## config.mk

```make
export PLATFORM = sky130hd
export DESIGN_NAME = mgen_top
export DESIGN_NICKNAME = d
export VERILOG_FILES = /design/src/hw/mgen_pkg.sv /design/src/hw/mgen_top.sv
export SDC_FILE = /design/constraint.sdc
export NUM_CORES = 2
export LEC_CHECK = 0
export ABC_AREA = 1
export BUFFER_PORTS_ARGS = -buffer_cell sky130_fd_sc_hd__buf_2
export CAP_MARGIN = 20
export CORE_MARGIN = 2
export CORE_UTILIZATION = 45
export CTS_CLUSTER_DIAMETER = 120
export DETAILED_ROUTE_END_ITERATION = 10
export MAX_ROUTING_LAYER = met4
export PLACE_DENSITY = 0.75
export SYNTH_ARGS = -nofsm -noshare
export SYNTH_HDL_FRONTEND = slang
export SYNTH_SLANG_ARGS = --single-unit
```

## constraint.sdc

```tcl
create_clock -name clk -period 5.8 [get_ports clk]
set_input_delay 0.87 -clock clk [delete_from_list [all_inputs] [get_ports clk]]
set_output_delay 0.87 -clock clk [all_outputs]
set_load 0.005 [all_outputs]
```

## src/hw/mgen_pkg.sv

```systemverilog
// Shared constants for the caller-ID and metering signal generator
package mgen_pkg;
  // ----------------------------------------------------------------
  // Timing
  // ----------------------------------------------------------------
  localparam int unsigned CLK_PERIOD_NS = 10;      // 100 MHz clock
  localparam int unsigned TONE_STEP_NS = 125000;   // 125 us cadence step
  localparam int unsigned FSK_STEP_NS = 41660;     // 41.66 us FSK step
  localparam int unsigned METER_SAMP_NS = 15625;   // 64 kHz sample
  // Periods round down to whole cycles
  localparam int unsigned TONE_STEP_CYC = TONE_STEP_NS / CLK_PERIOD_NS;
  localparam int unsigned FSK_STEP_CYC = FSK_STEP_NS / CLK_PERIOD_NS;
  localparam int unsigned METER_SAMP_CYC = METER_SAMP_NS / CLK_PERIOD_NS;
  // ----------------------------------------------------------------
  // Register byte offsets
  // ----------------------------------------------------------------
  localparam logic [6:0] A_TONE_CTRL = 7'h00;
  localparam logic [6:0] A_IRQ_EN = 7'h04;
  localparam logic [6:0] A_IRQ_VEC = 7'h08;
  localparam logic [6:0] A_FSK_BYTE = 7'h0C;
  localparam logic [6:0] A_FSK_CFG = 7'h10;
  localparam logic [6:0] A_METER_CTRL = 7'h14;
  localparam logic [6:0] A_PAR_BASE = 7'h20;
  // Parameter word indices from A_PAR_BASE
  localparam int P_SPACE_F = 0;
  localparam int P_MARK_F = 1;
  localparam int P_SPACE_A = 2;
  localparam int P_MARK_A = 3;
  localparam int P_RISE_HI = 4;
  localparam int P_RISE_LO = 5;
  localparam int P_FALL_HI = 6;
  localparam int P_FALL_LO = 7;
  localparam int P_OSC1_TA = 8;
  localparam int P_M_FREQ = 9;
  localparam int P_M_AMPL = 10;
  localparam int P_M_RAMP = 11;
  localparam int P_M_AGC = 12;
  localparam int P_T1_TI = 13;
  localparam int P_T2_TA = 14;
  localparam int P_T2_TI = 15;
  localparam int P_M_TA = 16;
  localparam int P_M_TI = 17;
  localparam int PAR_N = 18;
  // ----------------------------------------------------------------
  // Field positions and values
  // ----------------------------------------------------------------
  localparam int CB_EN = 0;           // Oscillator / metering enable
  localparam int CB_METER_ACTIVE_TIMER_EN = 1;         // Active timer enable
  localparam int CB_METER_INACTIVE_TIMER_EN = 2;         // Inactive timer enable
  localparam int CB_PRESENT = 3;      // Metering waveform present (RO)
  localparam int TONE_STRIDE = 4;     // Bits per tone in tone control
  localparam int FB_RAW = 0;          // Raw 8-bit framing select
  localparam int FB_ENABLE = 1;       // FSK engine enable
  localparam int IRQ_FSK = 6;         // Byte request pending bit
  localparam int IRQ_N = 7;
  localparam int COEF_LSB = 3;        // Coefficients use [15:3]
  localparam logic [15:0] VOL_MAX = 16'h7FFF;
  localparam logic [3:0] LEN_FRAMED = 4'hA;
  localparam logic [3:0] LEN_RAW = 4'h8;
  typedef enum logic [0:0] {FSK_IDLE, FSK_SEND} mgen_fsk_st_t;
endpackage : mgen_pkg

```

## src/hw/mgen_top.sv

```systemverilog
// Caller-ID FSK, tone cadence interrupts and pulse-metering generator
//
// Summary of operation
// RL1: Tone timers raise on/off transition interrupts
// RL2: Separate enable per tone timer interrupt
// RL3: Four tone pending bits in first vector
// RL4: FSK continuous phase, oscillator one only
// RL5: Caller-ID payload written one byte
// RL6: Byte double buffered; request on start
// RL7: Framing zero: start, eight data, stop
// RL8: Framing one: eight raw bits only
// RL9: Active timer sets bit period; per-byte requests
// RL10: FSK timer counts 41.66 us units
// RL11: Mark/space coefficients from bits 15:3
// RL12: Rise and fall transition coefficients used
// RL13: Metering resonator computes at 64 kHz
// RL14: Metering sine multiplied by volume
// RL15: Volume ramps up at 8 kHz to 7FFF
// RL16: Ramp halts when transmit exceeds threshold
// RL17: Off: volume ramps down to zero
// RL18: Metering timers 16 bits, 125 us steps
// RL19: Metering timer interrupt enables and pending
// RL20: Metering control bits plus present status
// RL21: AGC threshold and ramp are 16 bits
// RL22: Cadence counter alternates active and inactive
// RL23: Tone periods in 125 us steps
// RL24: Software computes FSK coefficients at 24 kHz
// RL25: Pending sticky, enables gate interrupt only
//
// Decided for this implementation: the placing of the registers and the Avalon-MM slave port.
`timescale 1ns/1ps
`default_nettype none
module mgen_top #(
  parameter int unsigned TONE_STEP_CYC = mgen_pkg::TONE_STEP_CYC,
  parameter int unsigned FSK_STEP_CYC = mgen_pkg::FSK_STEP_CYC
) (
  input wire logic clk,
  input wire logic sys_rst,
  input wire logic [6:0] avs_address,
  input wire logic avs_read,
  input wire logic avs_write,
  input wire logic [31:0] avs_writedata,
  output logic [31:0] avs_readdata,
  output logic avs_waitrequest,
  input wire logic [15:0] tx_sample,
  output logic irq,
  output logic [1:0] tone_osc_en,
  output logic [15:0] osc1_freq_coeff,
  output logic [15:0] osc1_ampl_coeff,
  output logic fsk_bit_out,
  output logic [15:0] meter_sample
);
  // ----------------------------------------------------------------
  // Elaboration checks
  // ----------------------------------------------------------------
  // Dividers are 14 and 13 bits wide; larger steps would be truncated and match early
  if (TONE_STEP_CYC < 2 || FSK_STEP_CYC < 2 ||
      TONE_STEP_CYC > 16384 || FSK_STEP_CYC > 8192) begin : g_bad_step
    $error("Step counts must fit their dividers and be at least two cycles");
  end

  // Keep only coefficient bits 15:3
  function automatic logic [15:0] coef(input logic [15:0] v);
    coef = {v[15:mgen_pkg::COEF_LSB], 3'h0}; // [RL11]
  endfunction : coef

  // ----------------------------------------------------------------
  // Time bases
  // ----------------------------------------------------------------
  logic [13:0] t8_cnt_reg;   // 125 us divider
  logic [12:0] t24_cnt_reg;  // 41.66 us divider
  logic [10:0] t64_cnt_reg;  // 64 kHz divider
  logic tick8;
  logic tick24;
  logic tick64;
  assign tick8 = (t8_cnt_reg == 14'(TONE_STEP_CYC - 1));
  assign tick24 = (t24_cnt_reg == 13'(FSK_STEP_CYC - 1));
  assign tick64 = (t64_cnt_reg == 11'(mgen_pkg::METER_SAMP_CYC - 1));

  // Free-running dividers; all three restart together at reset
  always_ff @(posedge clk) begin
    if (sys_rst || tick8) begin
      t8_cnt_reg <= 14'h0000;
    end else begin
      t8_cnt_reg <= t8_cnt_reg + 14'h0001;
    end
  end
  always_ff @(posedge clk) begin
    if (sys_rst || tick24) begin
      t24_cnt_reg <= 13'h0000; // [RL10]
    end else begin
      t24_cnt_reg <= t24_cnt_reg + 13'h0001;
    end
  end
  always_ff @(posedge clk) begin
    if (sys_rst || tick64) begin
      t64_cnt_reg <= 11'h000; // [RL13]
    end else begin
      t64_cnt_reg <= t64_cnt_reg + 11'h001;
    end
  end

  // ----------------------------------------------------------------
  // Avalon slave
  // ----------------------------------------------------------------
  logic wait_reg;           // Waitrequest, low one cycle per access
  logic [31:0] rdata_reg;   // Read data, loaded as wait drops
  logic [31:0] rd_mux;
  logic acc;                // Access seen, not yet answered
  logic wr_fire;            // Write takes effect this edge
  logic [4:0] pidx;         // Parameter word index
  logic par_hit;
  assign acc = (avs_read || avs_write) && wait_reg;
  assign wr_fire = avs_write && !wait_reg;
  assign pidx = 5'((avs_address - mgen_pkg::A_PAR_BASE) >> 2);
  assign par_hit = (avs_address >= mgen_pkg::A_PAR_BASE) &&
                   (pidx < 5'(mgen_pkg::PAR_N)) && (avs_address[1:0] == 2'h0);

  // One wait cycle, then one ready cycle
  always_ff @(posedge clk) begin
    if (sys_rst) begin
      wait_reg <= 1'b1;
    end else begin
      wait_reg <= !acc;
    end
  end
  // Read data captured with the ready cycle
  always_ff @(posedge clk) begin
    if (sys_rst) begin
      rdata_reg <= 32'h0000_0000;
    end else if (acc && avs_read) begin
      rdata_reg <= rd_mux;
    end
  end
  assign avs_waitrequest = wait_reg;
  assign avs_readdata = rdata_reg;

  // ----------------------------------------------------------------
  // Parameter registers
  // ----------------------------------------------------------------
  logic [15:0] par_reg [mgen_pkg::PAR_N]; // Coefficients and timers
  logic [1:0] fsk_cfg_reg;                // Raw framing, FSK enable
  logic [mgen_pkg::IRQ_N-1:0] irq_en_reg; // irq_enable_first

  // Sixteen-bit words, upper bits ignored
  always_ff @(posedge clk) begin
    if (sys_rst) begin
      for (int i = 0; i < mgen_pkg::PAR_N; i++) begin
        par_reg[i] <= 16'h0000;
      end
    end else if (wr_fire && par_hit) begin
      par_reg[pidx] <= avs_writedata[15:0]; // [RL21]
    end
  end
  // Framing defaults to start/stop
  always_ff @(posedge clk) begin
    if (sys_rst) begin
      fsk_cfg_reg <= 2'h0; // [RL7]
    end else if (wr_fire && avs_address == mgen_pkg::A_FSK_CFG) begin
      fsk_cfg_reg <= avs_writedata[1:0];
    end
  end
  // One enable per interrupt source
  always_ff @(posedge clk) begin
    if (sys_rst) begin
      irq_en_reg <= '0;
    end else if (wr_fire && avs_address == mgen_pkg::A_IRQ_EN) begin
      irq_en_reg <= avs_writedata[mgen_pkg::IRQ_N-1:0]; // [RL2] [RL19]
    end
  end

  // ----------------------------------------------------------------
  // Cadence engines: tone 1, tone 2, metering
  // ----------------------------------------------------------------
  logic [2:0] en_w;     // Oscillator enable per channel
  logic [2:0] meter_active_timer_en_w;
  logic [2:0] meter_inactive_timer_en_w;
  logic [5:0] cad_ev;   // {inactive, active} expiry pulses
  for (genvar g = 0; g < 3; g++) begin : g_cad
    localparam int TA = (g == 0) ? mgen_pkg::P_OSC1_TA :
                        (g == 1) ? mgen_pkg::P_T2_TA : mgen_pkg::P_M_TA;
    localparam int TI = (g == 0) ? mgen_pkg::P_T1_TI :
                        (g == 1) ? mgen_pkg::P_T2_TI : mgen_pkg::P_M_TI;
    localparam logic [6:0] OFF = (g == 2) ? mgen_pkg::A_METER_CTRL :
                                            mgen_pkg::A_TONE_CTRL;
    localparam int SH = (g == 2) ? 0 : g * mgen_pkg::TONE_STRIDE;
    logic en_reg;
    logic meter_active_timer_en_reg;
    logic meter_inactive_timer_en_reg;
    logic [15:0] cnt_reg;   // Shared active/inactive counter
    logic [1:0] ev_reg;
    logic hit;
    assign hit = wr_fire && (avs_address == OFF);
    // Counter alternates between active and inactive limits
    always_ff @(posedge clk) begin
      ev_reg <= 2'h0;
      if (sys_rst) begin
        en_reg <= 1'b0;
        meter_active_timer_en_reg <= 1'b0;
        meter_inactive_timer_en_reg <= 1'b0;
        cnt_reg <= 16'h0000;
        ev_reg <= 2'h0;
      end else if (hit) begin
        en_reg <= avs_writedata[SH + mgen_pkg::CB_EN]; // [RL20]
        meter_active_timer_en_reg <= avs_writedata[SH + mgen_pkg::CB_METER_ACTIVE_TIMER_EN];
        meter_inactive_timer_en_reg <= avs_writedata[SH + mgen_pkg::CB_METER_INACTIVE_TIMER_EN];
        cnt_reg <= 16'h0000;
      end else if (tick8) begin
        if (en_reg && meter_active_timer_en_reg) begin
          // Active phase ends: oscillator off
          if (cnt_reg >= par_reg[TA]) begin
            en_reg <= 1'b0; // [RL22] [RL23] [RL18]
            cnt_reg <= 16'h0000;
            ev_reg[0] <= 1'b1; // [RL1]
          end else begin
            cnt_reg <= cnt_reg + 16'h0001;
          end
        end else if (!en_reg && meter_inactive_timer_en_reg) begin
          // Inactive phase ends: oscillator on
          if (cnt_reg >= par_reg[TI]) begin
            en_reg <= 1'b1; // [RL22]
            cnt_reg <= 16'h0000;
            ev_reg[1] <= 1'b1; // [RL1]
          end else begin
            cnt_reg <= cnt_reg + 16'h0001;
          end
        end
      end
    end
    assign en_w[g] = en_reg;
    assign meter_active_timer_en_w[g] = meter_active_timer_en_reg;
    assign meter_inactive_timer_en_w[g] = meter_inactive_timer_en_reg;
    assign cad_ev[2*g +: 2] = ev_reg;
    a_cad_active_off: assert property (@(posedge clk) disable iff (sys_rst) // [RL22]
      ev_reg[0] |-> !en_reg && cnt_reg == 16'h0000)
      else $error("Active expiry did not stop oscillator");
  end

  // Tone oscillator enables leave from flops
  assign tone_osc_en = en_w[1:0];

  // ----------------------------------------------------------------
  // FSK engine on oscillator 1
  // ----------------------------------------------------------------
  mgen_pkg::mgen_fsk_st_t fsk_st_reg;
  logic [7:0] hold_reg;      // Second buffer stage
  logic hold_vld_reg;
  logic [9:0] shift_reg;     // Frame, LSB first
  logic [3:0] left_reg;      // Bits still to send
  logic [15:0] bit_tmr_reg;  // Steps into current bit
  logic req_reg;             // Byte request pulse
  logic load;
  logic bit_end;
  logic cur_bit;
  logic prev_bit_reg;
  logic [1:0] trans_reg;     // Transition samples remaining
  logic fwr;
  assign fwr = wr_fire && (avs_address == mgen_pkg::A_FSK_BYTE);
  assign load = (fsk_st_reg == mgen_pkg::FSK_IDLE) && hold_vld_reg &&
                fsk_cfg_reg[mgen_pkg::FB_ENABLE];
  assign bit_end = tick24 && (bit_tmr_reg + 16'h0001 >=
                   par_reg[mgen_pkg::P_OSC1_TA]); // [RL9] [RL10]
  // Idle line sits at mark
  assign cur_bit = (fsk_st_reg == mgen_pkg::FSK_SEND) ? shift_reg[0] : 1'b1;

  // Holding buffer; a new write wins over the take
  always_ff @(posedge clk) begin
    if (sys_rst) begin
      hold_reg <= 8'h00;
      hold_vld_reg <= 1'b0;
    end else if (fwr) begin
      hold_reg <= avs_writedata[7:0]; // [RL5]
      hold_vld_reg <= 1'b1; // [RL6]
    end else if (load) begin
      hold_vld_reg <= 1'b0;
    end
  end

  // Serializer
  always_ff @(posedge clk) begin
    req_reg <= 1'b0;
    if (sys_rst) begin
      fsk_st_reg <= mgen_pkg::FSK_IDLE;
      shift_reg <= 10'h3FF;
      left_reg <= 4'h0;
      bit_tmr_reg <= 16'h0000;
      req_reg <= 1'b0;
    end else begin
      case (fsk_st_reg)
        mgen_pkg::FSK_IDLE: begin
          if (load) begin
            req_reg <= 1'b1; // [RL6]
            bit_tmr_reg <= 16'h0000;
            fsk_st_reg <= mgen_pkg::FSK_SEND;
            if (fsk_cfg_reg[mgen_pkg::FB_RAW]) begin
              shift_reg <= {2'h3, hold_reg}; // [RL8]
              left_reg <= mgen_pkg::LEN_RAW;
            end else begin
              shift_reg <= {1'b1, hold_reg, 1'b0}; // [RL7]
              left_reg <= mgen_pkg::LEN_FRAMED;
            end
          end
        end
        mgen_pkg::FSK_SEND: begin
          if (bit_end) begin
            bit_tmr_reg <= 16'h0000;
            shift_reg <= {1'b1, shift_reg[9:1]};
            left_reg <= left_reg - 4'h1;
            if (left_reg == 4'h1) begin
              fsk_st_reg <= mgen_pkg::FSK_IDLE;
            end
          end else if (tick24) begin
            bit_tmr_reg <= bit_tmr_reg + 16'h0001;
          end
        end
        default: begin
          fsk_st_reg <= mgen_pkg::FSK_IDLE;
        end
      endcase
    end
  end

  // Two transition samples follow each bit change
  always_ff @(posedge clk) begin
    if (sys_rst) begin
      prev_bit_reg <= 1'b1;
      trans_reg <= 2'h0;
    end else begin
      prev_bit_reg <= cur_bit;
      if (cur_bit != prev_bit_reg) begin
        trans_reg <= 2'h2; // [RL12]
      end else if (tick24 && trans_reg != 2'h0) begin
        trans_reg <= trans_reg - 2'h1;
      end
    end
  end

  // Coefficients steer oscillator 1 only; its phase stays continuous
  always_ff @(posedge clk) begin
    if (sys_rst) begin
      osc1_freq_coeff <= 16'h0000;
      osc1_ampl_coeff <= 16'h0000;
      fsk_bit_out <= 1'b1;
    end else begin
      fsk_bit_out <= cur_bit; // [RL4]
      osc1_ampl_coeff <= coef(par_reg[cur_bit ? mgen_pkg::P_MARK_A :
                                      mgen_pkg::P_SPACE_A]); // [RL11]
      if (trans_reg == 2'h2) begin
        osc1_freq_coeff <= coef(par_reg[cur_bit ? mgen_pkg::P_RISE_HI :
                                        mgen_pkg::P_FALL_HI]); // [RL12]
      end else if (trans_reg == 2'h1) begin
        osc1_freq_coeff <= coef(par_reg[cur_bit ? mgen_pkg::P_RISE_LO :
                                        mgen_pkg::P_FALL_LO]);
      end else begin
        osc1_freq_coeff <= coef(par_reg[cur_bit ? mgen_pkg::P_MARK_F :
                                        mgen_pkg::P_SPACE_F]); // [RL11]
      end
    end
  end

  // Framing is judged as it stood at the load edge, not one cycle later
  a_fsk_frame_len: assert property (@(posedge clk) disable iff (sys_rst) // [RL7] [RL8]
    load |=> left_reg == ($past(fsk_cfg_reg[mgen_pkg::FB_RAW]) ?
                          mgen_pkg::LEN_RAW : mgen_pkg::LEN_FRAMED))
    else $error("Wrong frame length at byte start");
  a_fsk_start_bit: assert property (@(posedge clk) disable iff (sys_rst) // [RL7]
    load && !fsk_cfg_reg[mgen_pkg::FB_RAW] |=> ##1 fsk_bit_out == 1'b0)
    else $error("Framed byte did not begin with start bit");

  // ----------------------------------------------------------------
  // Metering envelope and resonator
  // ----------------------------------------------------------------
  logic [15:0] vol_reg;            // Envelope, 0 to 7FFF
  logic signed [15:0] y1_reg;
  logic signed [15:0] y2_reg;
  logic signed [31:0] rprod;
  logic signed [15:0] ynew;
  logic signed [31:0] mprod;
  logic [15:0] tx_abs;
  logic clip;
  logic [16:0] vol_up;
  logic meter_on;
  assign meter_on = en_w[2];
  assign tx_abs = tx_sample[15] ? 16'(-tx_sample) : tx_sample;
  assign clip = tx_abs > par_reg[mgen_pkg::P_M_AGC]; // [RL16]
  assign vol_up = {1'b0, vol_reg} + {1'b0, par_reg[mgen_pkg::P_M_RAMP]};
  assign rprod = $signed(coef(par_reg[mgen_pkg::P_M_FREQ])) * y1_reg;
  assign ynew = 16'(rprod[28:13] - y2_reg);
  assign mprod = y1_reg * $signed({1'b0, vol_reg[14:0]});

  // Attack, AGC hold and decay at 8 kHz
  always_ff @(posedge clk) begin
    if (sys_rst) begin
      vol_reg <= 16'h0000;
    end else if (tick8) begin
      if (meter_on) begin
        if (!clip) begin
          // Saturate at ceiling
          vol_reg <= (vol_up > {1'b0, mgen_pkg::VOL_MAX}) ?
                     mgen_pkg::VOL_MAX : vol_up[15:0]; // [RL15]
        end
      end else if (vol_reg > par_reg[mgen_pkg::P_M_RAMP]) begin
        vol_reg <= vol_reg - par_reg[mgen_pkg::P_M_RAMP]; // [RL17]
      end else begin
        vol_reg <= 16'h0000; // [RL17]
      end
    end
  end

  // Resonator reloads from amplitude while silent
  always_ff @(posedge clk) begin
    if (sys_rst) begin
      y1_reg <= 16'sh0000;
      y2_reg <= 16'sh0000;
      meter_sample <= 16'h0000;
    end else if (!meter_on && vol_reg == 16'h0000) begin
      y1_reg <= $signed(par_reg[mgen_pkg::P_M_AMPL]);
      y2_reg <= 16'sh0000;
      meter_sample <= 16'h0000;
    end else if (tick64) begin
      y2_reg <= y1_reg; // [RL13]
      y1_reg <= ynew;
      meter_sample <= 16'(mprod[30:15]); // [RL14]
    end
  end

  a_vol_ceiling: assert property (@(posedge clk) disable iff (sys_rst) // [RL15]
    vol_reg <= mgen_pkg::VOL_MAX)
    else $error("Volume above ceiling");
  a_vol_agc_hold: assert property (@(posedge clk) disable iff (sys_rst) // [RL16]
    tick8 && meter_on && clip |=> $stable(vol_reg))
    else $error("Volume moved while clipping");
  a_vol_decay: assert property (@(posedge clk) disable iff (sys_rst) // [RL17]
    tick8 && !meter_on && vol_reg != 16'h0000 |=>
    vol_reg < $past(vol_reg) || par_reg[mgen_pkg::P_M_RAMP] == 16'h0000)
    else $error("Volume did not ramp down");

  // ----------------------------------------------------------------
  // Interrupt vector and output
  // ----------------------------------------------------------------
  logic [mgen_pkg::IRQ_N-1:0] irq_vec_reg;  // irq_vector_first
  logic [mgen_pkg::IRQ_N-1:0] irq_set;
  logic [mgen_pkg::IRQ_N-1:0] irq_clr;
  logic irq_reg;
  assign irq_set = {req_reg, cad_ev};
  assign irq_clr = (wr_fire && avs_address == mgen_pkg::A_IRQ_VEC) ?
                   avs_writedata[mgen_pkg::IRQ_N-1:0] : '0;

  // Write one to clear; a same-cycle event wins
  always_ff @(posedge clk) begin
    if (sys_rst) begin
      irq_vec_reg <= '0;
    end else begin
      irq_vec_reg <= (irq_vec_reg & ~irq_clr) | irq_set; // [RL3] [RL19] [RL25]
    end
  end
  // Only enabled pending bits reach the pin
  always_ff @(posedge clk) begin
    if (sys_rst) begin
      irq_reg <= 1'b0;
    end else begin
      irq_reg <= |(irq_vec_reg & irq_en_reg); // [RL2] [RL25]
    end
  end
  assign irq = irq_reg;

  a_irq_gate: assert property (@(posedge clk) disable iff (sys_rst) // [RL25]
    ##1 irq == |($past(irq_vec_reg) & $past(irq_en_reg)))
    else $error("Interrupt not gated by enables");
  a_pend_sticky: assert property (@(posedge clk) disable iff (sys_rst) // [RL25]
    ##1 (($past(irq_vec_reg) & ~$past(irq_clr)) & ~irq_vec_reg) == '0)
    else $error("Pending bit lost without clear");
  a_fsk_request: assert property (@(posedge clk) disable iff (sys_rst) // [RL6]
    load |=> ##1 irq_vec_reg[mgen_pkg::IRQ_FSK])
    else $error("No byte request at byte start");
  a_wait_single: assert property (@(posedge clk) disable iff (sys_rst)
    !avs_waitrequest |=> avs_waitrequest)
    else $error("Waitrequest low for more than a cycle");

  // ----------------------------------------------------------------
  // Read multiplexer
  // ----------------------------------------------------------------
  always_comb begin
    rd_mux = 32'h0000_0000;
    case (avs_address)
      mgen_pkg::A_TONE_CTRL: begin
        rd_mux[2:0] = {meter_inactive_timer_en_w[0], meter_active_timer_en_w[0], en_w[0]};
        rd_mux[6:4] = {meter_inactive_timer_en_w[1], meter_active_timer_en_w[1], en_w[1]};
      end
      mgen_pkg::A_METER_CTRL: begin
        rd_mux[2:0] = {meter_inactive_timer_en_w[2], meter_active_timer_en_w[2], en_w[2]};
        rd_mux[mgen_pkg::CB_PRESENT] = (vol_reg != 16'h0000); // [RL20]
      end
      mgen_pkg::A_IRQ_EN: begin
        rd_mux[mgen_pkg::IRQ_N-1:0] = irq_en_reg;
      end
      mgen_pkg::A_IRQ_VEC: begin
        rd_mux[mgen_pkg::IRQ_N-1:0] = irq_vec_reg; // [RL3]
      end
      mgen_pkg::A_FSK_CFG: begin
        rd_mux[1:0] = fsk_cfg_reg;
      end
      default: begin
        if (par_hit) begin
          rd_mux[15:0] = par_reg[pidx];
        end
      end
    endcase
  end
endmodule : mgen_top
`default_nettype wire

```

==> impl_metrics.ini <==
[status]
status = complete, but fails checks
violations = setup timing

[final_layout]
area_delta_synth_final_pct = 15.6
fin_nets = 7970
largest_register_ffs = 512
stdcell_count = 8888
final_cell_mix = 1516 x nand2_1, 1161 x inv_1, 664 x nor2_1
drive_above_1_share = 0.134
stdcell_area_um2 = 65800
mostFrequentLayoutCell = nand2_1
fin_util = 0.524

[floorplan]
io_pins = 144
start_util = 0.453
row_count = 130
core_um2 = 126000
dieArea_um2 = 129000
die_h_um = 360
dieWidth_um = 360

[sta]
holdWs_ps = 418
fin_skew_ps = 50.3
rsz0062_at_grt = yes
maxSlewViolCount = 0
maxSlewHeadroom = 0.267
worst_pin_slew_ps = 1100
finalCritPeriodShare = 1.10
period_needed_ps = 6390
setup_viol = 15
setup_ws_ps = -595
fmax_ghz = 0.156
fin_setup_tns_ps = -6100
hold_viol_final = 0

[placed_design]
routabilityCongestion = 0.980
post_dp_cell_area_um2 = 61700
io_buffers = 105
dp_hpwl_um = 133000
dp_slack_ps = -700
dp_cells = 8694

[setup_path]
cp-end-kind = flop
cp.required_ps = 6410
path_max_fanout = 10
cp_slowest_cell = fa_1
critPathKind = reg2reg
worstPathArrival_ps = 7000
max_stage_delay_ps = 570
start_kind = flop
crit_top_cell = inv_1

[power_and_ir_drop]
ir_drop_v = 0.000248
leakagePower_nw = 29.7
total_power_mw = 15.2
cellPowerDensity_nw_per_um2 = 230

[detailed_routing]
wl_um = 178000
drt_iter0_markers = 5220
routedWlPerCell_um = 20.1
dr.pass1.iters = 6
vias = 48882
ant_nets = 0
viasPerCell = 5.50
drc = 0

[yosys]
seq_area_frac_synth = 0.364
syn_area_per_cell_um2 = 8.36
ys_ff_latch = 780
synth_top_area_share = 0.270
yosys.area.top_type = edfxtp_1
ys_types = 60
synth-edff-count = 512
syn_inst = 6810
synth-main-ff-cell = edfxtp_1
syn-cell-area_um2 = 56900
synth_area_leaders = edfxtp_1 27%, fa_1 15%, nand2_1 10%
async_flop_share = 0
ys_warn_count = 0

[clocking]
cts_root_buffer = clkbuf_16
cts-buffers-inserted = 85
clockBufferDepth = 3
cts_max_level = 3
clk-insertion-delay-late_ps = 710
path_clk_slew_ps = 60
cts_tree = yes
cts_sinks = 780

[grt]
grt_use_total = 0.281
antenna_found_initial = 4
grt_pass1_wl_um = 274000
grt_overflow = 0
grt_pass1_vias = 48888
grt_max_degree = 81

[hold_path]
hold_class = reg2reg

[job]
maxCapViolCount = 0
-- power breakdown --
part	switching, mW	internal [mW]	total, mW	leakage (nW)
combinational	1.95	1.48	3.43	21.5
clock	2.47	3.21	5.69	1.42
sequential	0.0653	5.97	6.04	6.74
total	4.49	10.7	15.2	29.7
-- area by class of cell --
| class | count | area (um2) |
|---|---|---|
| diodes | 4 | 10.0 |
| well taps | 1650 | 2060 |
| clock inverters | 47 | 554 |
| flip-flops and latches | 780 | 20800 |
| multi-input cells | 4541 | 31200 |
| inverters | 1210 | 4550 |
| clock buffers | 112 | 2380 |
| repair buffers | 544 | 4190 |
| fillers | 11222 | 59800 |
-- Yosys cell counts, types with 33 or more instances --
cell type	number
a21oi_1	380
a22oi_1	76
buf_2	44
clkbuf_1	187
dfxtp_1	268
edfxtp_1	512
fa_1	420
ha_1	329
inv_1	1177
nand2_1	1546
nand3_1	246
nand4_1	124
nor2_1	690
nor3_1	57
o21ai_0	257
xnor2_1	33
xor2_1	68
-- logic make-up (layout without fill, tap and decap cells) --
| family | after synthesis | in the layout | share of synthesized area |
|---|---|---|---|
| AND/OR/NAND/NOR | 2763 | 2763 | 0.203 |
| buffers and inverters | 1510 | 1913 | 0.105 |
| AO/OA/AOI/OAI | 905 | 905 | 0.0913 |
| flip-flops | 780 | 780 | 0.364 |
| adder cells (fa/ha/maj) | 749 | 749 | 0.220 |
| XOR/XNOR | 101 | 101 | 0.0155 |
| other | 1 | 26 | 0.0000659 |
| multiplexers | 1 | 1 | 0.000176 |
-- layer usage --
layer,vias to the layer above,wire length (um),track usage
met3,669,16000,0.0449
met4,0,11900,0.167
li1,22428,-,-
met5,-,0,-
met2,2472,85100,0.460
met1,23313,65400,0.325
-- worst paths after layout --
kind	startpoint	end	slack [ps]	cells past startpoint
max reg2reg	par_reg[9][6]	y1_reg[15]	-590	34
min reg2reg	g_cad[2].ev_reg[1]	irq_vec_reg[5]	420	2
max	par_reg[9][6]	y1_reg[15]	-590	34
min	g_cad[2].ev_reg[1]	irq_vec_reg[5]	420	2
-- worst max-delay path: cells and delay by family, from the launching register on --
| kind | cells | cell delay, ps |
|---|---|---|
| DFF | 1 | 420 |
| adders and majority gates | 8 | 3370 |
| and+or+nand+nor | 12 | 990 |
| xor gates and xnor gates | 1 | 170 |
| buffers and inverters | 8 | 600 |
| AOI/OAI and AO/OA | 5 | 790 |
-- what timing repair did --
action / 4_1_cts / 5_1_grt
hold buffers: 0 / 0
endpoints found under the setup margin: 31 / 31
pin swaps: 19 / 50
gates resized for setup: 88 / 152
buffers inserted: 10 / 21
No activity file was read; power rests on OpenSTA's default activity.
